**src/core/pixmux_consts.vh**
```
// Purpose: shared constants of the two-to-one pixel input multiplexer
// Assumes: one 40 MHz pixel clock, synchronous active-low reset
// Notes:   levels are unsigned codes, blank at zero, white at the top
`ifndef PIXMUX_CONSTS_VH
`define PIXMUX_CONSTS_VH

// ----------------------------------------------------------------------
// captured pair layout
// ----------------------------------------------------------------------
`define PIX_W          8
`define PAIR_W         17
`define EVEN_LSB       0
`define EVEN_MSB       7
`define ODD_LSB        8
`define ODD_MSB        15
`define BLANK_BIT      16

// ----------------------------------------------------------------------
// output level coding
// ----------------------------------------------------------------------
`define LEVEL_W        10
`define BLANK_LEVEL    10'h000
`define PED_OFFSET     10'h03E
`define ZERO_OFFSET    10'h000

// ----------------------------------------------------------------------
// buffering and reset values
// ----------------------------------------------------------------------
`define FIFO_DEPTH     16
`define FIFO_AW        4
`define HALF_OUT_RST   1'b1
`define SLOT_EVEN      1'b0
`define SLOT_ODD       1'b1

`endif

```
**src/core/pixel_input_mux.v**
```verilog
// Purpose: two-to-one multiplexed pixel input front end of a video DAC
// Assumes: CLK_SYS is the pixel clock; all inputs synchronous to it
// Notes:   the converter itself sits outside; DAC_LEVEL is its input code
`timescale 1ns/1ps
`include "pixmux_consts.vh"

module pixel_input_mux #(
   parameter PIX_W      = `PIX_W,
   parameter LEVEL_W    = `LEVEL_W,
   parameter FIFO_DEPTH = `FIFO_DEPTH,
   parameter FIFO_AW    = `FIFO_AW
) (
   // clock and reset
   input  wire               CLK_SYS,
   input  wire               RST_N,
   // pixel source side
   input  wire [PIX_W-1:0]   EVEN_PIXEL_BUS,
   input  wire [PIX_W-1:0]   ODD_PIXEL_BUS,
   input  wire               BLANK,
   input  wire               PEDESTAL_FLOAT,
   // half-rate clock pins
   input  wire               HALF_RATE_CLOCK_IN,
   output reg                HALF_RATE_CLOCK_OUT_N,
   // converter side
   input  wire               DAC_HOLD,
   output reg  [LEVEL_W-1:0] DAC_LEVEL,
   output reg                PIXEL_VALID,
   output reg                ODD_SLOT,
   output reg                BLANK_ACTIVE,
   // status
   output reg                CAPTURE_DROP
);

   // ----------------------------------------------------------------------
   // declarations
   // ----------------------------------------------------------------------
   wire                 capture_edge;
   wire                 cap_valid;
   wire                 cap_ready;
   wire [`PAIR_W-1:0]   cap_data;
   wire                 q_valid;
   wire                 q_ready;
   wire [`PAIR_W-1:0]   q_data;
   reg                  slot_r;
   reg                  slot_nxt;
   reg  [PIX_W-1:0]     odd_hold_r;
   reg  [PIX_W-1:0]     odd_hold_nxt;
   reg                  blank_hold_r;
   reg                  blank_hold_nxt;
   reg  [PIX_W-1:0]     code_nxt;
   reg                  blank_nxt;
   reg                  valid_nxt;
   reg                  pop;
   reg  [LEVEL_W-1:0]   level_nxt;
   reg  [LEVEL_W-1:0]   black_off;
   reg  [LEVEL_W-1:0]   code_ext;

   // ----------------------------------------------------------------------
   // slot states
   // ----------------------------------------------------------------------
   localparam [0:0] ST_EVEN = `SLOT_EVEN;
   localparam [0:0] ST_ODD  = `SLOT_ODD;

   // ----------------------------------------------------------------------
   // half-rate clock generator
   // ----------------------------------------------------------------------
   // the output is just the input retimed and inverted; looping it back
   // gives a toggle every pixel clock, so the divider needs no own state
   always @(posedge CLK_SYS) begin
      if (!RST_N) begin
         HALF_RATE_CLOCK_OUT_N <= `HALF_OUT_RST;
      end else begin
         HALF_RATE_CLOCK_OUT_N <= ~HALF_RATE_CLOCK_IN;
      end
   end

   // a falling edge of the output happens on the edge where it is high
   // and is about to load zero; the pair is taken at that same edge
   // period of the input is left to the system outside
   assign capture_edge = HALF_RATE_CLOCK_OUT_N
                       & HALF_RATE_CLOCK_IN
                       & RST_N;

   // ----------------------------------------------------------------------
   // capture of the pair
   // ----------------------------------------------------------------------
   assign cap_valid = capture_edge;
   // blank rides in the same word as its two pixels
   assign cap_data  = {BLANK, ODD_PIXEL_BUS, EVEN_PIXEL_BUS};

   // when the buffer is full the pair is lost and flagged; the source has
   // no ready pin, so stalling it is not possible
   always @(posedge CLK_SYS) begin
      if (!RST_N) begin
         CAPTURE_DROP <= 1'b0;
      end else begin
         CAPTURE_DROP <= cap_valid & ~cap_ready;
      end
   end

   pair_fifo #(
      .WIDTH (`PAIR_W),
      .DEPTH (FIFO_DEPTH),
      .AW    (FIFO_AW)
   ) u_pair_fifo (
      .clk       (CLK_SYS),
      .rst_n     (RST_N),
      .in_valid  (cap_valid),
      .in_ready  (cap_ready),
      .in_data   (cap_data),
      .out_valid (q_valid),
      .out_ready (q_ready),
      .out_data  (q_data)
   );

   // ----------------------------------------------------------------------
   // serializer: even slot then odd slot
   // ----------------------------------------------------------------------
   // pops only in the even slot, so a pair is never split by the phase
   always @* begin
      slot_nxt       = slot_r;
      odd_hold_nxt   = odd_hold_r;
      blank_hold_nxt = blank_hold_r;
      code_nxt       = {PIX_W{1'b0}};
      blank_nxt      = 1'b1;
      valid_nxt      = 1'b0;
      pop            = 1'b0;
      case (slot_r)
         ST_EVEN: begin
            if (q_valid && !DAC_HOLD) begin
               pop            = 1'b1;
               code_nxt       = q_data[`EVEN_MSB:`EVEN_LSB];
               blank_nxt      = q_data[`BLANK_BIT];
               odd_hold_nxt   = q_data[`ODD_MSB:`ODD_LSB];
               blank_hold_nxt = q_data[`BLANK_BIT];
               valid_nxt      = 1'b1;
               slot_nxt       = ST_ODD;
            end
         end
         ST_ODD: begin
            if (!DAC_HOLD) begin
               code_nxt  = odd_hold_r;
               blank_nxt = blank_hold_r;
               valid_nxt = 1'b1;
               slot_nxt  = ST_EVEN;
            end else begin
               code_nxt  = odd_hold_r;
               blank_nxt = blank_hold_r;
            end
         end
         default: begin
            slot_nxt = ST_EVEN;
         end
      endcase
   end

   assign q_ready = pop;

   // ----------------------------------------------------------------------
   // level coding
   // ----------------------------------------------------------------------
   // three level steps per code; keeps the map linear without a multiplier
   always @* begin
      code_ext  = {{(LEVEL_W-PIX_W){1'b0}}, code_nxt};
      black_off = PEDESTAL_FLOAT ? `PED_OFFSET : `ZERO_OFFSET;
      if (blank_nxt) begin
         level_nxt = `BLANK_LEVEL;
      end else begin
         level_nxt = black_off + code_ext + {code_ext[LEVEL_W-2:0], 1'b0};
      end
   end

   // ----------------------------------------------------------------------
   // serializer state
   // ----------------------------------------------------------------------
   always @(posedge CLK_SYS) begin
      if (!RST_N) begin
         slot_r       <= ST_EVEN;
         odd_hold_r   <= {PIX_W{1'b0}};
         blank_hold_r <= 1'b1;
      end else begin
         slot_r       <= slot_nxt;
         odd_hold_r   <= odd_hold_nxt;
         blank_hold_r <= blank_hold_nxt;
      end
   end

   // ----------------------------------------------------------------------
   // output registers
   // ----------------------------------------------------------------------
   // during a hold the last level stays, so the converter sees no glitch
   always @(posedge CLK_SYS) begin
      if (!RST_N) begin
         DAC_LEVEL    <= `BLANK_LEVEL;
         PIXEL_VALID  <= 1'b0;
         ODD_SLOT     <= 1'b0;
         BLANK_ACTIVE <= 1'b1;
      end else begin
         PIXEL_VALID  <= valid_nxt;
         if (!DAC_HOLD) begin
            DAC_LEVEL    <= level_nxt;
            ODD_SLOT     <= (slot_r == ST_ODD);
            BLANK_ACTIVE <= blank_nxt;
         end
      end
   end

endmodule // pixel_input_mux

```
**src/core/pair_fifo.v**
```verilog
// Purpose: synchronous first-in first-out buffer with valid/ready
// Assumes: one clock, synchronous active-low reset
// Notes:   first-word fall-through read; full and empty from a count
`timescale 1ns/1ps

module pair_fifo #(
   parameter WIDTH = 17,
   parameter DEPTH = 16,
   parameter AW    = 4
) (
   // clock and reset
   input  wire             clk,
   input  wire             rst_n,
   // filling side
   input  wire             in_valid,
   output wire             in_ready,
   input  wire [WIDTH-1:0] in_data,
   // draining side
   output wire             out_valid,
   input  wire             out_ready,
   output wire [WIDTH-1:0] out_data
);

   reg  [WIDTH-1:0] mem [0:DEPTH-1];
   reg  [AW-1:0]    wr_ptr_r;
   reg  [AW-1:0]    rd_ptr_r;
   reg  [AW:0]      count_r;
   wire             do_wr;
   wire             do_rd;

   // ----------------------------------------------------------------------
   // flags
   // ----------------------------------------------------------------------
   assign in_ready  = (count_r != DEPTH[AW:0]);
   assign out_valid = (count_r != {(AW+1){1'b0}});
   assign do_wr     = in_valid & in_ready;
   assign do_rd     = out_valid & out_ready;
   assign out_data  = mem[rd_ptr_r];

   // ----------------------------------------------------------------------
   // storage and pointers
   // ----------------------------------------------------------------------
   always @(posedge clk) begin
      if (do_wr) begin
         mem[wr_ptr_r] <= in_data;
      end
   end

   always @(posedge clk) begin
      if (!rst_n) begin
         wr_ptr_r <= {AW{1'b0}};
         rd_ptr_r <= {AW{1'b0}};
         count_r  <= {(AW+1){1'b0}};
      end else begin
         if (do_wr) begin
            wr_ptr_r <= (wr_ptr_r == DEPTH[AW-1:0] - 1'b1) ? {AW{1'b0}}
                        : wr_ptr_r + 1'b1;
         end
         if (do_rd) begin
            rd_ptr_r <= (rd_ptr_r == DEPTH[AW-1:0] - 1'b1) ? {AW{1'b0}}
                        : rd_ptr_r + 1'b1;
         end
         if (do_wr && !do_rd) begin
            count_r <= count_r + 1'b1;
         end else if (do_rd && !do_wr) begin
            count_r <= count_r - 1'b1;
         end
      end
   end

endmodule // pair_fifo

```
**config.mk**
```make
export PLATFORM = sky130hd
export DESIGN_NAME = pixel_input_mux
export DESIGN_NICKNAME = d
export VERILOG_FILES = /design/src/core/pixel_input_mux.v /design/src/core/pair_fifo.v
export VERILOG_INCLUDE_DIRS = /design/src /design/src/core
export SDC_FILE = /design/constraint.sdc
export NUM_CORES = 1
export LEC_CHECK = 0
export BUFFER_PORTS_ARGS = -buffer_cell sky130_fd_sc_hd__buf_4
export CORE_MARGIN = 4
export CORE_UTILIZATION = 42
export DETAILED_ROUTE_END_ITERATION = 7
export HOLD_SLACK_MARGIN = 0.03
export SLEW_MARGIN = 0
export SYNTH_ARGS = -nofsm -noshare
export SYNTH_HDL_FRONTEND = slang
export SYNTH_HIERARCHICAL = 1
export SYNTH_SLANG_ARGS = --single-unit
```
**constraint.sdc**
```tcl
create_clock -name CLK_SYS -period 6.5 [get_ports CLK_SYS]
set_clock_uncertainty 0.05 [all_clocks]
set_input_delay 0.975 -clock CLK_SYS [delete_from_list [all_inputs] [get_ports CLK_SYS]]
set_output_delay 0.975 -clock CLK_SYS [all_outputs]
set_load 0.005 [all_outputs]
```
==> metrics <==
Global Route Usage Sum=0.164; total wire length=~27,000 um; Slowest-stage cell, CP=dfxtp_4; die area=around 33,000 um2; starting density of the core=0.431; # setup viols final=0; largest net degree at the start of global routing=52; CTS tree=yes; RSZ-0062 raised after global routing=false; Hold Vio Cnt, Final=0; Post-route DRC=0; internal power=around 3.8 mW; Slew Limit Fails=0; Core ar.=29,100 um2; CP Cell Sequence=buf_4, mux4_2, a22oi_1, nand2_1, a22o_1, fa_1, ha_1, nand3_1, o2111ai_1, xnor2_1, o21ai_1; layout cell share with drive strength beyond 1=0.257; Detail Route Antenna Nets=0; synth warn=6; crit-path max cell delay=slightly above 1 ns; sw frac=0.262; max-cap check violation count=0; latest clock arrival within the worst-skew pair=approximately 0.55 ns; DR iter-0 viols=roughly 500; via-per-instance ratio=5.53; grt met1 use=0.222; leakage=4.67 nW; Rel. slew slack=0.274; most frequent cells in the layout=edfxtp_1, mux4_2, buf_4; die width=approximately 180 um; Synth Register Bits=between 300 and 400; GRT overflow=0; Clock Sink Count=314; CP Class=flip-flop to flip-flop; f_max=0.235 GHz; CP Max Fanout=a little over 50; Clock Tree Buf Depth=3; GR Util met2=0.281; Post-Place Setup Slack=2.13 ns; dpl cell area=between 10,000 and 15,000 um2; synth unique cells=between 50 and 60; Setup TNS=0 ns; met3 Usage GRT=0.0269; Worst Hold End=odd_hold_r[5]; Post-Syn Instances=between 600 and 700; IR Drop Worst-Case VDD=272 uV; RePlAce Congestion=just over 0.7; reg-to-reg endpoint=DAC_LEVEL[7]; PostCTS Resize Cnt=0; Setup crit end kind=flip-flop; Slew @ Worst Pin=between 1 and 1.5 ns; post-DP HPWL=~15,000 um; first-pass GRT wire length=slightly above 40,000 um; worst hold path depth=2; H-tree levels=1; row count=62; CP top delay family=flip-flops; register area share after synthesis=0.718; Net Count, Synth=730; count of flip-flops with a built-in enable after synthesis=between 200 and 300; period utilisation layout=0.654; Main synth FF type=edfxtp_1; WP buf/inv=1; initial antenna violation count=1; Comb pwr share=0.194; worst r2r path cells=11; setup slack after layout=2.25 ns; area grow syn2layout=14.3%; I/O pin count=37; status=completed; DR pass1 iterations=5; hold buffers post-CTS=0; Hold Crit Start=odd_hold_r[5]; vias in the first global route=between 6,000 and 7,000; Clock Tree Root=clkbuf_16; sequential power share=0.467; Final Instance Area=between 10,000 and 15,000 um2; Mapped Area=12,500 um2; Avg Cell Area, Syn=between 15 and 20 um2; required time of the critical path=6.89 ns; I/O Buffers=36; async set or reset register ratio after synthesis=0; most common cell after layout, fill and taps aside=edfxtp_1; Post-CTS Setup Bufs=0; WL per Instance=roughly 23 um; GRT busiest layer=met2; worst hold path class=flip-flop to flip-flop; FF-to-FF setup slack=roughly 2.3 ns; clock power share=0.339; Die Y=roughly 180 um; post-layout min period=4.25 ns; via count=about 6,300; Worst-path clk slew=approximately 0.060 ns; Pwr per Cell Area=~360 nW/um2; nets@finish=787; Net Switching=1.34 mW; CTS buffer count=31; crit path DAT=about 4.6 ns; startpoint types=flip-flop
-- how the worst max path moves through the flow --
stage / startpoint / to / slack [ns] / cells past startpoint
after global placement: flip-flop / DAC_LEVEL[7] / 2.20 / 11
after detailed placement: flip-flop / DAC_LEVEL[7] / 2.13 / 11
after global routing: flip-flop / DAC_LEVEL[7] / 1.85 / 11
after CTS: flip-flop / DAC_LEVEL[7] / 2.12 / 11
final: flip-flop / DAC_LEVEL[7] / 2.25 / 11
after floorplan: DAC_HOLD / DAC_LEVEL[8] / 2.85 / 12
-- cell type report --
type | instances | area (um2)
diodes | 1 | 2.50
multi-input cells | 315 | 3340
clock buffers | 37 | 798
fillers | 2404 | 14800
inverters | 19 | 72.6
repair buffers | 58 | 435
flip-flops and latches | 314 | 9010
well taps | 384 | 480
clock inverters | 19 | 191
-- power by group through the flow --
stage | Combinational, mW | Sequential, mW | Clock (mW)
6_report | 0.992 | 2.39 | 1.74
3_5_place_dp | 0.999 | 2.44 | 0
3_3_place_gp | 0.974 | 2.44 | 0
5_1_grt | 1.11 | 2.42 | 1.87
2_1_floorplan | 0.859 | 2.34 | 0
4_1_cts | 1.00 | 2.40 | 1.78
-- per-layer routing --
| metal | share of wire | vias up |
|---|---|---|
| met4 | 0.023 | 0 |
| met1 | 0.41 | 3284 |
| met2 | 0.50 | 192 |
| met3 | 0.060 | 36 |
| li1 | - | 2834 |
| met5 | 0 | - |
-- per-stage QoR --
step / hold WS (ns) / instances / total power [mW] / util
floorplan: 0.394 / 682 / 3.20 / -
global placement: 0.405 / 1090 / 3.41 / 0.459
detailed placement: 0.410 / 1090 / 3.44 / 0.459
CTS: 0.418 / 1146 / 5.19 / 0.493
global route: 0.444 / 1147 / 5.39 / 0.493
finish: 0.414 / 1147 / 5.12 / 0.493
-- cells in the mapped netlist, types with 2 or more instances --
master | number | share of area
a21oi_1 | 6 | 0.0024
buf_1 | 3 | 0.00090
a22o_1 | 6 | 0.0042
mux4_2 | 68 | 0.12
clkbuf_1 | 19 | 0.0057
nand3_1 | 13 | 0.0052
nor3_1 | 5 | 0.0020
dfxtp_1 | 42 | 0.067
nand2_1 | 51 | 0.015
nand2b_1 | 4 | 0.0020
o21ai_1 | 5 | 0.0020
o21bai_1 | 2 | 0.0012
buf_2 | 7 | 0.0028
a22oi_1 | 42 | 0.025
edfxtp_1 | 272 | 0.65
nor2b_1 | 13 | 0.0065
o2111ai_1 | 2 | 0.0014
buf_6 | 3 | 0.0027
a21boi_0 | 11 | 0.0066
mux2i_1 | 5 | 0.0040
fa_1 | 7 | 0.011
inv_1 | 18 | 0.0054
nor2_1 | 17 | 0.0051
a31oi_1 | 3 | 0.0015
xnor2_1 | 8 | 0.0056
o21ai_0 | 3 | 0.0012
and2_1 | 5 | 0.0025
ha_1 | 19 | 0.019
-- worst register-to-register path, cell delays in order, from the launching register on --
cell       delay (ns)
dfxtp_4          1.03
buf_4            0.51
mux4_2           0.55
a22oi_1          0.23
nand2_1          0.11
a22o_1           0.22
fa_1             0.45
ha_1             0.39
nand3_1          0.12
o2111ai_1        0.28
xnor2_1          0.16
o21ai_1          0.07
-- state kept, by name (all words and copies together) (netlist names), named ones only --
signal and flops:
HALF_RATE_CLOCK_OUT_N 1, u_pair_fifo/mem 272, DAC_LEVEL 10, u_pair_fifo/count_r 5
u_pair_fifo/rd_ptr_r 4, CAPTURE_DROP 1, BLANK_ACTIVE 1, u_pair_fifo/wr_ptr_r 4
ODD_SLOT 1, slot_r 1, blank_hold_r 1, odd_hold_r 8
PIXEL_VALID 1
-- kinds of logic (layout without fill, tap and decap cells) --
family,after synthesis,in the layout,synth area share
other cells,0,1,0
mux,73,73,0.126
buf+inv,53,133,0.0189
fa+ha+maj,26,26,0.0301
simple gates,116,116,0.0439
xor+xnor,9,9,0.00629
compound gates,91,91,0.0562
flops,314,314,0.718
Note: power is estimated with default switching activity, not from simulation.
